==> config.mk <==
export PLATFORM = sky130hd
export DESIGN_NAME = irqfe_top
export DESIGN_NICKNAME = d
export VERILOG_FILES = /design/src/design/irqfe_pkg.sv /design/src/design/irqfe_sync.sv /design/src/design/irqfe_axil.sv /design/src/design/irqfe_top.sv
export SDC_FILE = /design/constraint.sdc
export NUM_CORES = 1
export LEC_CHECK = 0
export ABC_AREA = 1
export BUFFER_PORTS_ARGS = -buffer_cell sky130_fd_sc_hd__buf_2
export CAP_MARGIN = 25
export CORE_MARGIN = 2
export CORE_UTILIZATION = 40
export CTS_BUF_LIST = sky130_fd_sc_hd__clkbuf_8
export CTS_CLUSTER_DIAMETER = 120
export CTS_CLUSTER_SIZE = 10
export DETAILED_ROUTE_END_ITERATION = 16
export PLACE_DENSITY = 0.79
export SLEW_MARGIN = 0
export SYNTH_ARGS = -nofsm -noshare
export SYNTH_HDL_FRONTEND = slang
export SYNTH_SLANG_ARGS = --single-unit
==> constraint.sdc <==
create_clock -name aclk -period 1.4 [get_ports aclk]
set_input_delay 0.28 -clock aclk [delete_from_list [all_inputs] [get_ports aclk]]
set_output_delay 0.28 -clock aclk [all_outputs]
set_load 0.01 [all_outputs]
==> src/design/irqfe_pkg.sv <==
// Constants and types for the interrupt request pin front end.
// Assumes a single 200 MHz clock domain and an AXI4-Lite register bus.
package irqfe_pkg;
   localparam int unsigned NLINES      = 4;
   localparam logic [7:0]  NMI_VECTOR  = 8'h02;
   localparam logic [7:0]  VEC_BASE    = 8'h0c;
   localparam logic [7:0]  SLAVE_VEC   = 8'h20;
   localparam logic [3:0]  ADDR_CTRL   = 4'h0;
   localparam logic [3:0]  ADDR_MASK   = 4'h4;
   localparam logic [3:0]  ADDR_STAT   = 4'h8;
   localparam logic [3:0]  ADDR_PEND   = 4'hc;
   localparam int unsigned C_EDGE_LSB  = 0;
   localparam int unsigned C_ACK2_BIT  = 4;
   localparam int unsigned C_ACK3_BIT  = 5;
   localparam int unsigned C_SLAVE_BIT = 6;
   localparam logic [31:0] CTRL_RESET  = 32'h0000_0000;
   localparam logic [4:0]  MASK_RESET  = 5'h00;
   localparam int unsigned ST_NMI_BIT  = 4;
   localparam logic [1:0]  RESP_OKAY   = 2'b00;
   localparam logic [1:0]  RESP_SLVERR = 2'b10;
   localparam int unsigned ACK_CYCLES  = 2;
   typedef enum logic [1:0] {
      IRQFE_IDLE = 2'b00,
      IRQFE_NMI  = 2'b01,
      IRQFE_ACK  = 2'b10
   } irqfe_state_t;
endpackage

==> src/design/irqfe_sync.sv <==
// Two-flop synchronizer with edge output for one request pin.
// Assumes the pin is sampled on aclk only.
`timescale 1ns/1ps
`default_nettype none
module irqfe_sync (
   input  wire logic aclk,
   input  wire logic aresetn,
   input  wire logic pin,
   output logic      level,
   output logic      rise
);
   logic meta_r;
   logic sync_r;
   logic prev_r;
   always_ff @(posedge aclk) begin
      if (!aresetn) begin
         meta_r <= 1'b0;
         sync_r <= 1'b0;
         prev_r <= 1'b0;
      end else begin
         meta_r <= pin;
         sync_r <= meta_r;
         prev_r <= sync_r;
      end
   end
   assign level = sync_r;
   assign rise  = sync_r & ~prev_r;
endmodule
`default_nettype wire

==> src/design/irqfe_axil.sv <==
// AXI4-Lite slave for the front end's four registers.
// Assumes one write and one read in flight at a time.
`timescale 1ns/1ps
`default_nettype none
module irqfe_axil (
   input  wire logic        aclk,
   input  wire logic        aresetn,
   input  wire logic [3:0]  s_axi_awaddr,
   input  wire logic        s_axi_awvalid,
   output logic             s_axi_awready,
   input  wire logic [31:0] s_axi_wdata,
   input  wire logic [3:0]  s_axi_wstrb,
   input  wire logic        s_axi_wvalid,
   output logic             s_axi_wready,
   output logic [1:0]       s_axi_bresp,
   output logic             s_axi_bvalid,
   input  wire logic        s_axi_bready,
   input  wire logic [3:0]  s_axi_araddr,
   input  wire logic        s_axi_arvalid,
   output logic             s_axi_arready,
   output logic [31:0]      s_axi_rdata,
   output logic [1:0]       s_axi_rresp,
   output logic             s_axi_rvalid,
   input  wire logic        s_axi_rready,
   output logic             wr_en,
   output logic [3:0]       wr_addr,
   output logic [31:0]      wr_data,
   output logic [3:0]       wr_strb,
   output logic             rd_en,
   output logic [3:0]       rd_addr,
   input  wire logic [31:0] rd_data,
   input  wire logic        rd_ok,
   input  wire logic        wr_ok
);
   logic        aw_have_r;
   logic        w_have_r;
   logic [3:0]  aw_r;
   logic [31:0] wd_r;
   logic [3:0]  ws_r;
   logic        bvalid_r;
   logic [1:0]  bresp_r;
   logic        rvalid_r;
   logic [31:0] rdata_r;
   logic [1:0]  rresp_r;
   wire aw_take = s_axi_awvalid & s_axi_awready;
   wire w_take  = s_axi_wvalid & s_axi_wready;
   wire ar_take = s_axi_arvalid & s_axi_arready;
   wire do_wr   = aw_have_r & w_have_r & ~bvalid_r;
   assign s_axi_awready = ~aw_have_r & ~bvalid_r;
   assign s_axi_wready  = ~w_have_r & ~bvalid_r;
   assign s_axi_arready = ~rvalid_r;
   assign s_axi_bvalid  = bvalid_r;
   assign s_axi_bresp   = bresp_r;
   assign s_axi_rvalid  = rvalid_r;
   assign s_axi_rdata   = rdata_r;
   assign s_axi_rresp   = rresp_r;
   assign wr_en   = do_wr;
   assign wr_addr = aw_r;
   assign wr_data = wd_r;
   assign wr_strb = ws_r;
   assign rd_en   = ar_take;
   assign rd_addr = s_axi_araddr;
   always_ff @(posedge aclk) begin
      if (!aresetn) begin
         aw_have_r <= 1'b0;
         w_have_r  <= 1'b0;
         aw_r      <= 4'h0;
         wd_r      <= 32'h0000_0000;
         ws_r      <= 4'h0;
         bvalid_r  <= 1'b0;
         bresp_r   <= irqfe_pkg::RESP_OKAY;
      end else begin
         if (aw_take) begin
            aw_have_r <= 1'b1;
            aw_r      <= s_axi_awaddr;
         end
         if (w_take) begin
            w_have_r <= 1'b1;
            wd_r     <= s_axi_wdata;
            ws_r     <= s_axi_wstrb;
         end
         if (do_wr) begin
            aw_have_r <= 1'b0;
            w_have_r  <= 1'b0;
            bvalid_r  <= 1'b1;
            bresp_r   <= wr_ok ? irqfe_pkg::RESP_OKAY : irqfe_pkg::RESP_SLVERR;
         end else if (bvalid_r && s_axi_bready) begin
            bvalid_r <= 1'b0;
         end
      end
   end
   always_ff @(posedge aclk) begin
      if (!aresetn) begin
         rvalid_r <= 1'b0;
         rdata_r  <= 32'h0000_0000;
         rresp_r  <= irqfe_pkg::RESP_OKAY;
      end else if (ar_take) begin
         rvalid_r <= 1'b1;
         rdata_r  <= rd_ok ? rd_data : 32'h0000_0000;
         rresp_r  <= rd_ok ? irqfe_pkg::RESP_OKAY : irqfe_pkg::RESP_SLVERR;
      end else if (rvalid_r && s_axi_rready) begin
         rvalid_r <= 1'b0;
      end
   end
endmodule
`default_nettype wire

==> src/design/irqfe_top.sv <==
// Interrupt request pin front end: synchronizers, latches, vector handoff.
// Assumes the core pulses instr_boundary between instructions and core_ack
// when it takes the offered vector. Pins are sampled on aclk.
`timescale 1ns/1ps
`default_nettype none
module irqfe_top (
   input  wire logic        aclk,
   input  wire logic        aresetn,
   input  wire logic        nmi_pin,
   input  wire logic        maskable_line_0,
   input  wire logic        maskable_line_1,
   input  wire logic        maskable_line_2_or_ack_0_in,
   output logic             maskable_line_2_or_ack_0_out,
   output logic             maskable_line_2_or_ack_0_oe,
   input  wire logic        maskable_line_3_or_ack_1_in,
   output logic             maskable_line_3_or_ack_1_out,
   output logic             maskable_line_3_or_ack_1_oe,
   input  wire logic        instr_boundary,
   input  wire logic        core_ack,
   output logic             irq_req,
   output logic [7:0]       irq_vector,
   output logic             irq,
   input  wire logic [3:0]  s_axi_awaddr,
   input  wire logic        s_axi_awvalid,
   output logic             s_axi_awready,
   input  wire logic [31:0] s_axi_wdata,
   input  wire logic [3:0]  s_axi_wstrb,
   input  wire logic        s_axi_wvalid,
   output logic             s_axi_wready,
   output logic [1:0]       s_axi_bresp,
   output logic             s_axi_bvalid,
   input  wire logic        s_axi_bready,
   input  wire logic [3:0]  s_axi_araddr,
   input  wire logic        s_axi_arvalid,
   output logic             s_axi_arready,
   output logic [31:0]      s_axi_rdata,
   output logic [1:0]       s_axi_rresp,
   output logic             s_axi_rvalid,
   input  wire logic        s_axi_rready
);
   localparam int unsigned N = irqfe_pkg::NLINES;
   logic [31:0]             ctrl_r;
   logic [4:0]              mask_r;
   logic [4:0]              stat_r;
   logic [4:0]              stat_nxt;
   logic [N-1:0]            pend_r;
   logic [N-1:0]            pend_nxt;
   logic                    nmi_pend_r;
   irqfe_pkg::irqfe_state_t state_r;
   irqfe_pkg::irqfe_state_t state_nxt;
   logic [7:0]              vec_r;
   logic [N-1:0]            serv_r;
   logic                    ack_cnt_r;
   logic                    ack_line_r;
   logic [N-1:0]            raw;
   logic [N-1:0]            lvl;
   logic [N-1:0]            rise;
   logic                    nmi_lvl;
   logic                    nmi_rise;
   logic                    wr_en;
   logic [3:0]              wr_addr;
   logic [31:0]             wr_data;
   logic [3:0]              wr_strb;
   logic                    rd_en;
   logic [3:0]              rd_addr;
   logic [31:0]             rd_data;
   wire [N-1:0] edge_mode = ctrl_r[irqfe_pkg::C_EDGE_LSB +: N];
   wire         ack2_mode = ctrl_r[irqfe_pkg::C_ACK2_BIT];
   wire         ack3_mode = ctrl_r[irqfe_pkg::C_ACK3_BIT];
   wire         slave     = ctrl_r[irqfe_pkg::C_SLAVE_BIT];

   // Lowest-numbered pending line wins
   function automatic logic [N-1:0] first_one(input logic [N-1:0] v);
      logic [N-1:0] r;
      r = '0;
      for (int i = N - 1; i >= 0; i--) begin
         if (v[i]) begin
            r = '0;
            r[i] = 1'b1;
         end
      end
      return r;
   endfunction
   function automatic logic [7:0] line_vec(input logic [N-1:0] onehot);
      logic [7:0] r;
      r = irqfe_pkg::VEC_BASE;
      for (int i = 0; i < N; i++) begin
         if (onehot[i]) begin
            r = irqfe_pkg::VEC_BASE + 8'(i);
         end
      end
      return r;
   endfunction

   // In slave mode only line 0 requests; lines 2/3 acting as acks never request
   wire [N-1:0] in_ok = slave ? 4'h1 : {~ack3_mode, ~ack2_mode, 2'b11};
   assign raw = {maskable_line_3_or_ack_1_in, maskable_line_2_or_ack_0_in, maskable_line_1, maskable_line_0};
   genvar g;
   generate
      for (g = 0; g < N; g++) begin : gsync
         irqfe_sync u_sync (
            .aclk    (aclk),
            .aresetn (aresetn),
            .pin     (raw[g]),
            .level   (lvl[g]),
            .rise    (rise[g])
         );
      end
   endgenerate
   irqfe_sync u_nmi (
      .aclk    (aclk),
      .aresetn (aresetn),
      .pin     (nmi_pin),
      .level   (nmi_lvl),
      .rise    (nmi_rise)
   );

   wire [N-1:0] line_evt = (edge_mode & rise | ~edge_mode & lvl) & in_ok;
   wire [N-1:0] eligible = pend_r & ~mask_r[N-1:0];
   wire [N-1:0] pick     = first_one(eligible);
   wire         take     = (state_r == irqfe_pkg::IRQFE_IDLE) & instr_boundary;
   wire         take_nmi = take & nmi_pend_r;
   wire         take_int = take & ~nmi_pend_r & (|eligible);
   wire         done     = (state_r != irqfe_pkg::IRQFE_IDLE) & core_ack;
   wire         rd_stat  = rd_en & (rd_addr == irqfe_pkg::ADDR_STAT);

   // Level lines drop their latch when the pin falls, even if not yet served
   always_comb begin
      pend_nxt = pend_r;
      pend_nxt = pend_nxt & (edge_mode | lvl);
      if (take_int) begin
         pend_nxt = pend_nxt & ~pick;
      end
      pend_nxt = pend_nxt | line_evt; // set wins over clear
   end
   always_comb begin
      stat_nxt = stat_r;
      if (rd_stat) begin
         stat_nxt = 5'h00;
      end
      stat_nxt = stat_nxt | {nmi_rise, line_evt & (edge_mode | ~pend_r)};
   end
   always_comb begin
      state_nxt = state_r;
      unique case (state_r)
         irqfe_pkg::IRQFE_IDLE: begin
            if (take_nmi) begin
               state_nxt = irqfe_pkg::IRQFE_NMI;
            end else if (take_int) begin
               state_nxt = irqfe_pkg::IRQFE_ACK;
            end
         end
         irqfe_pkg::IRQFE_NMI: begin
            if (core_ack) begin
               state_nxt = irqfe_pkg::IRQFE_IDLE;
            end
         end
         irqfe_pkg::IRQFE_ACK: begin
            if (core_ack) begin
               state_nxt = irqfe_pkg::IRQFE_IDLE;
            end
         end
         default: state_nxt = irqfe_pkg::IRQFE_IDLE;
      endcase
   end

   always_ff @(posedge aclk) begin
      if (!aresetn) begin
         state_r    <= irqfe_pkg::IRQFE_IDLE;
         pend_r     <= '0;
         nmi_pend_r <= 1'b0;
         stat_r     <= 5'h00;
         vec_r      <= 8'h00;
         serv_r     <= '0;
      end else begin
         state_r <= state_nxt;
         pend_r  <= pend_nxt;
         stat_r  <= stat_nxt;
         // Latch survives until taken; a new edge during take re-arms it
         nmi_pend_r <= nmi_rise | (nmi_pend_r & ~take_nmi);
         if (take_nmi) begin
            vec_r <= irqfe_pkg::NMI_VECTOR;
         end else if (take_int) begin
            vec_r  <= slave ? irqfe_pkg::SLAVE_VEC : line_vec(pick);
            serv_r <= pick;
         end
         if (done) begin
            serv_r <= '0;
         end
      end
   end

   // Acknowledge strobe: two cycles low on the pin serving the taken line
   always_ff @(posedge aclk) begin
      if (!aresetn) begin
         ack_cnt_r  <= 1'b0;
         ack_line_r <= 1'b0;
      end else if (done && (state_r == irqfe_pkg::IRQFE_ACK)) begin
         ack_cnt_r  <= 1'b1;
         ack_line_r <= serv_r[1];
      end else begin
         ack_cnt_r <= 1'b0;
      end
   end
   wire ack_active = done & (state_r == irqfe_pkg::IRQFE_ACK) | ack_cnt_r;
   wire ack_sel1   = ack_cnt_r ? ack_line_r : serv_r[1];
   // Ack pins pair with lines 0 and 1 in master mode
   assign maskable_line_2_or_ack_0_oe  = ack2_mode & ~slave;
   assign maskable_line_3_or_ack_1_oe  = ack3_mode & ~slave;
   assign maskable_line_2_or_ack_0_out = ~(ack_active & ~ack_sel1);
   assign maskable_line_3_or_ack_1_out = ~(ack_active & ack_sel1);

   assign irq_req    = (state_r != irqfe_pkg::IRQFE_IDLE);
   assign irq_vector = vec_r;
   assign irq        = |(stat_r & ~mask_r);

   // Register file; the non-maskable bit of mask is hard zero
   wire ctrl_hit = wr_en & (wr_addr == irqfe_pkg::ADDR_CTRL);
   wire mask_hit = wr_en & (wr_addr == irqfe_pkg::ADDR_MASK);
   always_ff @(posedge aclk) begin
      if (!aresetn) begin
         ctrl_r <= irqfe_pkg::CTRL_RESET;
         mask_r <= irqfe_pkg::MASK_RESET;
      end else begin
         if (ctrl_hit && wr_strb[0]) begin
            ctrl_r <= {25'h0, wr_data[6:0]};
         end
         if (mask_hit && wr_strb[0]) begin
            mask_r <= {1'b0, wr_data[3:0]};
         end
      end
   end
   wire wr_ok = (wr_addr == irqfe_pkg::ADDR_CTRL) | (wr_addr == irqfe_pkg::ADDR_MASK);
   wire rd_ok = 1'b1;
   assign rd_data = (rd_addr == irqfe_pkg::ADDR_CTRL) ? ctrl_r :
                    (rd_addr == irqfe_pkg::ADDR_MASK) ? {27'h0, mask_r} :
                    (rd_addr == irqfe_pkg::ADDR_STAT) ? {27'h0, stat_r} :
                    {23'h0, nmi_pend_r, irq_req, 3'h0, pend_r};

   irqfe_axil u_axil (
      .aclk          (aclk),
      .aresetn       (aresetn),
      .s_axi_awaddr  (s_axi_awaddr),
      .s_axi_awvalid (s_axi_awvalid),
      .s_axi_awready (s_axi_awready),
      .s_axi_wdata   (s_axi_wdata),
      .s_axi_wstrb   (s_axi_wstrb),
      .s_axi_wvalid  (s_axi_wvalid),
      .s_axi_wready  (s_axi_wready),
      .s_axi_bresp   (s_axi_bresp),
      .s_axi_bvalid  (s_axi_bvalid),
      .s_axi_bready  (s_axi_bready),
      .s_axi_araddr  (s_axi_araddr),
      .s_axi_arvalid (s_axi_arvalid),
      .s_axi_arready (s_axi_arready),
      .s_axi_rdata   (s_axi_rdata),
      .s_axi_rresp   (s_axi_rresp),
      .s_axi_rvalid  (s_axi_rvalid),
      .s_axi_rready  (s_axi_rready),
      .wr_en         (wr_en),
      .wr_addr       (wr_addr),
      .wr_data       (wr_data),
      .wr_strb       (wr_strb),
      .rd_en         (rd_en),
      .rd_addr       (rd_addr),
      .rd_data       (rd_data),
      .rd_ok         (rd_ok),
      .wr_ok         (wr_ok)
   );
endmodule
`default_nettype wire

Yosys cells after proc, flatten, opt, wreduce, memory -nomap -nowiden
Index checks and enable logic that the tools add are counted.

storage, ports and cells
  flip-flop bits (word level) = 100
  input port bits = 58
  output and inout port bits = 55
  logic and storage cells = 154

cells by class
  equal/unequal tests = 7
  muxes and demuxes = 27
  bitwise operators = 65
  reduce and logical (&&, ||, !) cells = 20

operator list
  operator                                                                count
  4-bit bitwise AND                                                       7
  9-bit 2-to-1 mux                                                        3
  1-bit bitwise AND                                                       26
  4-bit 2-to-1 mux                                                        6
  8-bit 2-to-1 mux                                                        3
  1-bit inverter                                                          18
  4-bit inverter                                                          4
  4-bit OR                                                                4
  2-bit 2-to-1 mux                                                        6
  4-bit by 3-bit equality test with 1-bit output (second input constant)  2
  4-bit zero test                                                         2
  2-bit nonzero test                                                      4
  2-bit OR reduction                                                      4
  1-bit 2-to-1 mux                                                        7
  5-bit bitwise AND                                                       1
  1-bit logical AND                                                       5
  5-bit 2-to-1 mux                                                        1
  4-bit inverter with 5-bit output                                        1
  5-bit OR                                                                1
  5-bit OR reduction                                                      1
  4-bit equality test (second input constant)                             1
  2-bit case mux with 2 select lines                                      1
  2-bit AND reduction                                                     2
  4-bit OR reduction                                                      1
  other kinds (6)                                                         8

Logic depth before layout (Yosys ltp)
Gate-level depths: netlist (run 1).

  word-level depth = 12
  mapped depth = 9
  depth with buffers taken out = 9

Modules after synthesis
Synthesis (run 1) repeated with hierarchy kept, for this count alone.

unflattened totals
  cells, all modules = 826
  area total of the unflattened synthesis = 5587.9 µm²

by module, submodules not included
  module      times used  cells each  area each (µm²)  seq. area each (µm²)
  irqfe_axil  1           538         3520.9           1561.5
  irqfe_top   1           233         1604.0           600.6
  irqfe_sync  5           11          92.6             60.1

Least setup slack after synthesis (run 1)
No wires, ideal clock.

  kind = register -> register
  start = reg state_r[0]
  end = reg vec_r[3] (netlist: irq_vector[3])
  setup time = 0.117 ns
  arrival = 1.198 ns
  slack = 0.085 ns
  cell stages (with the launch flop) = 9
  period minus slack after synthesis = 1.315 ns
  cells stage by stage = dfxtp_1 > inv_1 > ha_1 > nand2_1 > nor2_1 > o21ai_4 > inv_4 > nand2_1 > nor3b_2

on the way
  word-level cells in the longest chain between the ends = 4
  elaborated cells on any way between the ends = 6
  those cells by class = 4 x bitwise; 2 x reduce/logical

ends and longest elaborated chain
  element                                                  RTL line                            text
  start: declaration                                       irqfe_top.sv:49                     irqfe_pkg::irqfe_state_t state_r;
  start signal: assignment                                 irqfe_top.sv:169                    state_r <= irqfe_pkg::IRQFE_IDLE;
  start signal: assignment                                 irqfe_top.sv:176                    state_r <= state_nxt;
  2-bit zero test *                                        irqfe_top.sv:121                    wire take = (state_r == irqfe_pkg::IRQFE_IDLE) & instr_boundary;
  1-bit bitwise AND *                                      irqfe_top.sv:121
  1-bit bitwise AND (on tied branches)                     irqfe_top.sv:123, irqfe_top.sv:122
  1-bit bitwise AND or 2-bit OR reduction (tied branches)  --
  end signal: assignment                                   irqfe_top.sv:182                    vec_r <= irqfe_pkg::NMI_VECTOR;
  end signal: assignment                                   irqfe_top.sv:184                    vec_r <= slave ? irqfe_pkg::SLAVE_VEC : line_vec(pick);
  end: declaration                                         irqfe_top.sv:51                     logic [7:0] vec_r;

Every way passes the cells marked *; elsewhere a longest branch is shown, timed or not.
A chain may end at the register's enable or synchronous reset.

Worst setup path in the final report (run 1)
  start = reg mask_r[1]
  end = out irq

on the way
  word-level cells in the longest chain between the ends = 3

ends and longest elaborated chain
  element                           RTL line          text
  start: declaration                irqfe_top.sv:43   logic [4:0] mask_r;
  start signal: assignment          irqfe_top.sv:223  mask_r <= irqfe_pkg::MASK_RESET;
  start signal: assignment          irqfe_top.sv:229  mask_r <= {1'b0, wr_data[3:0]};
  4-bit inverter with 5-bit output  irqfe_top.sv:215  assign irq = |(stat_r & ~mask_r);
  5-bit bitwise AND                 irqfe_top.sv:215
  5-bit OR reduction                irqfe_top.sv:215
  end: declaration                  irqfe_top.sv:22   output logic irq,

Every way passes these cells.

==> results of run 1 <==
==> cells in the mapped netlist, drive strengths merged <==
cell,n
clkinv,1
o21bai,3
ha,2
nand3,12
nor3b,1
a221oi,1
nor3,3
dfxtp,71
a31oi,1
clkbuf,3
o211a,1
nor2,48
conb,1
inv,60
nand2,86
nor4,7
buf,38
o211ai,5
o21ai,39
a21oi,35
o21a,1
nand4,5
nand3b,1
==> cells in the final DEF, fill, tap and decap left out, types with 2 or more instances in the layout <==
cell type   instances
nor2_1             45
buf_2              54
conb_1             29
o21ai_0            35
buf_4              19
clkinv_2            3
a21oi_1            31
a21oi_2             4
nand4_1             5
nand2_2             4
nand3_1             9
dfxtp_1            65
nor4_2              2
dfxtp_2             6
inv_1              51
clkbuf_8           10
nor2_2              2
nor3_4              2
o21bai_1            3
nand3_2             3
nor4_1              5
o21ai_1             3
clkinvlp_4          2
inv_2               8
nand2_4             2
nand2_1            80
o211ai_1            5
==> logic make-up after synthesis <==
kind of cell	count (synthesis)	synth area share
simple gates	163	0.225
buf+inv	102	0.163
compound gates	86	0.152
flops	71	0.451
fa+ha+maj	2	0.00794
other cells	1	0.00119
==> what timing repair did <==
action | CTS | global route
resized for setup | 16 | 20
setup buffers | 5 | 2
setup endpoints to repair | 10 | 24
endpoints found under the hold margin | 0 | 0
pin swaps | 5 | 12
hold buffers | 0 | 0
==> critical path, stage by stage (launching register included) <==
cell and delay, ps:
dfxtp_2 340, inv_2 40, a221oi_2 260, nand3_1 120, buf_2 160
==> state kept, by name, summed over array words and instances (netlist names), 2 cells and up <==
| register | cells |
|---|---|
| ctrl_r | 7 |
| gsync.u_sync.level | 4 |
| gsync.u_sync.meta_r | 4 |
| gsync.u_sync.prev_r | 4 |
| irq_vector | 4 |
| mask_r | 4 |
| pend_r | 4 |
| stat_r | 5 |
| state_r | 2 |
| u_axil.s_axi_rdata | 9 |
| u_axil.wr_addr | 4 |
| u_axil.wr_data | 7 |
==> routing by layer <==
layer | up-vias | track usage | wire (um)
li1 | 1435 | - | -
met1 | 1246 | 0.193 | 2980
met2 | 119 | 0.273 | 3270
met3 | 15 | 0.0456 | 438
met4 | 0 | 0.0846 | 166
met5 | - | 0 | 0
==> power groups by stage <==
| stage | sequential (mW) | clock, mW | combinational (mW) |
|---|---|---|---|
| global placement | 2.23 | 0 | 0.619 |
| CTS | 2.20 | 1.65 | 0.759 |
| global route | 2.22 | 1.74 | 0.861 |
| finish | 2.21 | 1.62 | 0.763 |
| floorplan | 2.23 | 0 | 0.483 |
| detailed placement | 2.24 | 0 | 0.646 |
==> area by class of cell <==
cell class,count,share of cell area
Sequential cell,71,0.374
Timing Repair Buffer,74,0.111
Clock inverter,6,0.0157
Inverter,61,0.0606
Tap cell,102,0.0334
Clock buffer,10,0.0361
Multi-Input combinational cell,280,0.369
==> through the flow <==
step | util | instance area (sq um) | setup TNS [ps]
6_report | 0.497 | 3820 | -469
5_1_grt | 0.497 | 3820 | -1030
4_1_cts | 0.490 | 3760 | -620
3_5_place_dp | 0.453 | 3480 | -31.0
3_3_place_gp | 0.453 | 3480 | 0
2_1_floorplan | - | 3260 | 0
==> how the worst max path moves through the flow <==
stage | slack [ps] | startpoint | cells after the start | end
after CTS | -170 | state_r[0] | 7 | maskable_line_2_or_ack_0_out
after detailed placement | -20 | state_r[0] | 8 | irq_vector[3]
final | -150 | mask_r[1] | 4 | irq
after global routing | -250 | state_r[0] | 7 | maskable_line_2_or_ack_0_out
after global placement | 30 | state_r[0] | 8 | irq_vector[3]
after floorplan | 90 | state_r[0] | 8 | irq_vector[3]
==> flow_summary.toml, run 1 <==
[critical_path]
required_ps = 1120
timing.rr.end = "pend_r[3]"
rr_startpoint = "mask_r[2]"
cp-end-kind = "output pin"
reg2reg_depth = 8
crit_arrival_ps = 1270
crit_path_max_fanout = 2
critPathKind = "flip-flop to output pin"
reg2reg_slack_ps = 10
cp-start-kind = "flip-flop"

[synth]
ys_seq_area_frac = 0.451
syn_area_sq_mm = 0.00315
ys_ff_latch = 71
netlist.area_leader.share = 0.451
netlist_instances = 425
yosys-top-cells-area = "dfxtp_1, nand2_1, buf_4, inv_1, o21ai_0"
yosys.cell_types.count = 33
yosys.area.top_type = "dfxtp_1"
synth_warnings = 0
synth.avg_cell_area_sq_um = 7.41

[grt]
grt_pass1_wl_mm = 11.1
antenna_found_initial = 0
grt_max_degree = 32
grt_overflow = 0
grt.total_usage = 0.164
first_global_vias = 2582

[routing]
viasPerCell = 4.66
routed_wirelength_mm = 6.86
drc = 0
first_pass_iters = 6
avgRoutedWirePerCell_um = 11.4
num_vias = 2815
drt_iter0_markers = 160
drtAntennaViolNets = 0

[min_path]
hold_path.class = "primary input to flip-flop"
hold_path_end = "gsync[0].u_sync.meta_r"
hold_depth = 3
holdCritStartpoint = "maskable_line_0"

[floorplanning]
die_h_um = 92.8
die_area_sq_mm = 0.00860
rows = 32
core_area_sq_mm = 0.00769
pin_count = 113
start_util = 0.410
die_x_um = 92.8

[layout]
fill_cells = 745
fin_nets = 557
antennaDiodeCount = 0
register_area_sq_mm = 0.00143
fin_cells = 604
multi_input_area_sq_mm = 0.00141
drive_above_1_share = 0.259
syn_to_final_growth_pct = 21.2

[sta]
whs_ps = 110
rsz0062_at_grt = "true"
period_minus_slack_ps = 1550
max_freq_ghz = 0.646
fin_worst_skew_ps = 8.83
hold_viol = 0
timing.final.crit_share = 1.11
finalSetupViolCount = 4
setup_ws_ps = -149
finalMaxSlewViolations = 0

[placement]
dp_hpwl_mm = 5.00
placed_cells = 583
dp_slack_ps = -20.5
io_buffers = 55
gp_congestion = 0.867

[clock_tree]
cts_tree = "done"
path_clk_slew_ps = 70
clockBufferDepth = 2
cts-root-buf = "clkbuf_8"
htreeDepth = 3
cts_buffers = 9
clock_sinks = 71
clk_latency_ps = 350

[pwr]
ir_drop_uv = 501
switchingPower_mw = 1.28
p_seq_frac = 0.481
p_comb_frac = 0.166
power.leakage_nw = 1.82
swShare = 0.278
pwr_density_cell_mw_per_mm2 = 1200
fin_total_pwr_mw = 4.59
pwr-share-clk = 0.353
intPower_mw = 3.31

[run]
maxCapViolations = 0

[outcome]
outcome = "finished with violations"
violations = "setup timing"
Note: power is estimated with default switching activity, not from simulation.
==> run 2: changes to the inputs <==
Settings changed: CORE_ASPECT_RATIO from default to 0.5, CORE_MARGIN 2 to default.
==> flow_summary.toml, run 2 (same netlist as run 1, synthesis figures left out) <==
[routing]
avgRoutedWirePerCell_um = 10.9
first_pass_iters = 4
drt_iter0_markers = 166
viasPerCell = 4.52
num_vias = 2793
drtAntennaViolNets = 0
drc = 0
routed_wirelength_mm = 6.74

[sta]
tightest_slew_ps = 704
hold_viol = 0
rsz0062_at_grt = "true"
slew_headroom = 0.530
period_minus_slack_ps = 1550
setup_ws_ps = -149
max_freq_ghz = 0.646
fin_worst_skew_ps = 8.10
whs_ps = 117
finalSetupViolCount = 5
finalMaxSlewViolations = 0
timing.final.crit_share = 1.11

[pwr]
pwr-share-clk = 0.307
p_comb_frac = 0.191
fin_total_pwr_mw = 4.39
power.leakage_nw = 1.87
switchingPower_mw = 1.27
swShare = 0.289
intPower_mw = 3.12
ir_drop_uv = 510
p_seq_frac = 0.502
pwr_density_cell_mw_per_mm2 = 1140

[clock_tree]
clock_sinks = 71
htreeDepth = 3
clockBufferDepth = 2
postCtsHoldBufs = 0
clk_latency_ps = 340
cts_tree = "done"
cts_buffers = 9
cts-root-buf = "clkbuf_8"
path_clk_slew_ps = 70

[critical_path]
cp_common_cell = "nand2_1"
worstSetupStartpoint = "state_r[1]"
reg2reg_depth = 10
cp-start-kind = "flip-flop"
rr_startpoint = "state_r[0]"
max_stage_delay_ps = 340
worstPathCellList = "inv_2 > ha_4 > inv_4 > nand3_2 > nand2_1 > nand2_1 > buf_2"
crit_arrival_ps = 1270
crit_end = "maskable_line_2_or_ack_0_out"
slowest_stage = "dfxtp_2"
reg2reg_slack_ps = 0
timing.rr.end = "pend_r[3]"
cp-end-kind = "output pin"
required_ps = 1120
critPathKind = "flip-flop to output pin"
crit_path_max_fanout = 2

[layout]
layout_common_cells = "nand2_1, dfxtp_1, buf_2, inv_1, nor2_1"
layout_commonest_cell = "nand2_1"
fin_nets = 566
final_core_util = 0.517
syn_to_final_growth_pct = 22.8
fin_cells = 618
fill_cells = 722
largest_reg_flops = 9
antennaDiodeCount = 0
drive_above_1_share = 0.280

[floorplanning]
rows = 22
pin_count = 113
die_h_um = 64.8
die_area_sq_mm = 0.00826
core_area_sq_mm = 0.00749
start_util = 0.421
die_x_um = 128

[outcome]
outcome = "finished with violations"
violations = "setup timing"

[placement]
io_buffers = 55
dp_hpwl_mm = 4.83
gp_congestion = 0.860
placed_cells = 591
dp_slack_ps = -10.8

[grt]
grt_overflow = 0
grt.total_usage = 0.172
first_global_vias = 2468
antenna_found_initial = 0
grt_max_degree = 44
grt_pass1_wl_mm = 11.0

[min_path]
hold_path.class = "primary input to flip-flop"

[run]
maxCapViolations = 0
==> run 2: changes by cell type in the layout (fill, tap and decap cells not counted), sizes merged <==
cell    change
buf         +9
clkinv      +1
clkbuf      -1
bufinv      -1
==> run 2: layout make-up <==
| cell class | count | area (sq um) | share of cell area |
|---|---|---|---|
| timing repair buffer | 83 | 499 | 0.129 |
| clock inverter | 6 | 38.8 | 0.0100 |
| clock buffer | 9 | 124 | 0.0320 |
| sequential | 71 | 1430 | 0.370 |
| tap | 108 | 135 | 0.0349 |
| multi-input combinational | 280 | 1400 | 0.363 |
| inverter | 61 | 236 | 0.0611 |
==> run 2: metrics by stage <==
stage	area (sq um)	setup TNS (ps)
finish	3870	-405
global route	3870	-1160
CTS	3770	-557
detailed placement	3500	-26.4
global placement	3500	0
floorplan	3260	0
==> run 2: routing by layer <==
layer | wire (um) | global-route usage | vias up | part of all wire
met5 | 0 | 0 | - | 0
met4 | 90 | 0.0655 | 0 | 0.013
met3 | 444 | 0.0553 | 10 | 0.066
met2 | 3030 | 0.270 | 80 | 0.45
met1 | 3170 | 0.220 | 1248 | 0.47
li1 | - | - | 1455 | -
==> run 2: power groups by stage <==
stage | clock network (mW) | logic [mW] | registers (mW)
6_report | 1.35 | 0.839 | 2.21
5_1_grt | 1.48 | 0.932 | 2.22
4_1_cts | 1.38 | 0.766 | 2.20
3_5_place_dp | 0 | 0.641 | 2.24
3_3_place_gp | 0 | 0.630 | 2.24
2_1_floorplan | 0 | 0.483 | 2.23
==> run 2: critical path: cells and delay by family, from the launching register on <==
kind | cells | cell delay, ps
fa+ha+maj | 1 | 160
simple gates | 3 | 180
buf+inv | 3 | 240
flops | 1 | 340
==> run 2: worst min path at each step <==
stage	cells after the start	from	end	slack, ps
after floorplan	2	maskable_line_0	gsync[0].u_sync.meta_r	380
after global placement	2	gsync[3].u_sync.meta_r	gsync[3].u_sync.level	400
after detailed placement	2	gsync[3].u_sync.meta_r	gsync[3].u_sync.level	400
after CTS	3	maskable_line_2_or_ack_0_in	gsync[2].u_sync.meta_r	100
after global routing	3	maskable_line_0	gsync[0].u_sync.meta_r	110
final	3	maskable_line_2_or_ack_0_in	gsync[2].u_sync.meta_r	120
==> run 2: what timing repair did <==
item                                    4_1_cts  5_1_grt
resized for setup                            17       34
buffers inserted                              7        7
pin swaps                                     5       15
endpoints found under the setup margin        9       25
==> run 3: changes to the inputs <==
Settings changed: CORE_ASPECT_RATIO 0.5 to default.
==> flow_summary.toml, run 3 (same netlist as run 1, synthesis figures left out) <==
[outcome]
outcome = "finished with violations"
violations = "setup timing"

[clock_tree]
clockBufferDepth = 2
clock_sinks = 71
path_clk_slew_ps = 70
clk_latency_ps = 340
cts_tree = "done"
htreeDepth = 3
cts-root-buf = "clkbuf_8"
cts_buffers = 9
postCtsHoldBufs = 0

[layout]
antennaDiodeCount = 0
layout_commonest_cell = "nand2_1"
fin_cells = 600
largest_reg_flops = 9
drive_above_1_share = 0.267
syn_to_final_growth_pct = 22.3
fin_nets = 556
layout_common_cells = "nand2_1, dfxtp_1, inv_1, buf_2, nor2_1"

[critical_path]
rr_startpoint = "state_r[0]"
worstPathCellList = "inv_2 > ha_4 > inv_2 > nand3_2 > nand2_2 > nand2_2 > buf_6"
crit_path_max_fanout = 2
max_stage_delay_ps = 330
cp-start-kind = "flip-flop"
critPathKind = "flip-flop to output pin"
slowest_stage = "dfxtp_2"
crit_arrival_ps = 1280
reg2reg_slack_ps = -10
reg2reg_depth = 9
cp-end-kind = "output pin"
timing.rr.end = "irq_vector[3]"
required_ps = 1120

[min_path]
holdCritStartpoint = "nmi_pin"
hold_path.class = "primary input to flip-flop"
hold_depth = 3
hold_path_end = "u_nmi.meta_r"

[routing]
routed_wirelength_mm = 6.71
drtAntennaViolNets = 0
drt_iter0_markers = 153
avgRoutedWirePerCell_um = 11.2
drc = 0
first_pass_iters = 4
viasPerCell = 4.57
num_vias = 2739

[pwr]
fin_total_pwr_mw = 4.55
pwr_density_cell_mw_per_mm2 = 1180
power.leakage_nw = 1.84
ir_drop_uv = 621

[placement]
gp_congestion = 0.827
dp_hpwl_mm = 4.74
placed_cells = 579
io_buffers = 55

[sta]
setup_ws_ps = -157
rsz0062_at_grt = "true"
finalSetupViolCount = 5
fin_worst_skew_ps = 7.81
period_minus_slack_ps = 1560
max_freq_ghz = 0.642
finalMaxSlewViolations = 0
hold_viol = 0
fin_setup_tns_ps = -505
timing.final.crit_share = 1.11

[grt]
first_global_vias = 2449
grt.total_usage = 0.164
grt_overflow = 0
grt_max_degree = 24
grt_pass1_wl_mm = 10.7
antenna_found_initial = 0

[floorplanning]
core_area_sq_mm = 0.00745
start_util = 0.423
die_area_sq_mm = 0.00824
die_x_um = 90.8
rows = 31
die_h_um = 90.8
pin_count = 113

[run]
maxCapViolations = 0
## run 3: cell count changes in the layout (fill, tap and decap cells not counted), sizes merged
| cell | delta |
|---|---|
| buf | -10 |
| clkbuf | +1 |
| clkinvlp | -2 |
| clkinv | -1 |
| inv | +2 |
| bufinv | +1 |
## run 3: power breakdown
part	switching (mW)	total (mW)	internal, mW
clock	0.722	1.57	0.849
combinational	0.451	0.774	0.323
sequential	0.0724	2.21	2.13
total	1.25	4.55	3.31
## run 3: worst max-delay path by stage
| stage | startpoint | to | cells past startpoint |
|---|---|---|---|
| floorplan | state_r[0] | irq_vector[3] | 8 |
| global placement | state_r[0] | irq_vector[3] | 8 |
| detailed placement | u_axil.w_have_r | ctrl_r[4] | 5 |
| CTS | state_r[0] | maskable_line_2_or_ack_0_out | 7 |
| global route | state_r[0] | maskable_line_2_or_ack_0_out | 7 |
| finish | state_r[0] | maskable_line_2_or_ack_0_out | 7 |
## run 3: area by class of cell
type	count	area [sq um]
Fill cell	735	3590
Multi-Input combinational cell	280	1450
Sequential cell	71	1430
Timing Repair Buffer	73	433
Inverter	61	231
Clock buffer	10	138
Tap cell	99	124
Clock inverter	6	52.6
## run 3: worst max-delay path, delay by kind of cell (launching register included)
kind | cells | cell delay [ps]
adders and majority gates | 1 | 160
DFF | 1 | 330
buffers and inverters | 3 | 230
and+or+nand+nor | 3 | 200
## run 3: metal layers
metal  global-route usage  routed length, um  up-vias
met5                    0                  0        -
met4               0.0860                100        0
met3               0.0387                315        8
met2                0.267               3240       77
met1                0.199               3050     1221
li1                     -                  -     1433
## run 3: metrics by stage
stage                     setup WS (ps)  hold slack (ps)  utilization  cell area [sq um]
after global placement             32.7              396        0.466               3470
after floorplan                    85.4              378            -               3260
after global routing               -230              113        0.517               3850
after detailed placement          -65.3              398        0.466               3470
final                              -157              116        0.517               3850
after CTS                          -171             98.7        0.501               3730
## run 3: what timing repair did
action,in CTS,in global routing
hold endpoints to repair,0,0
pin swaps,4,7
gates resized for setup,18,29
endpoints found under the setup margin,8,31
setup buffers,2,3
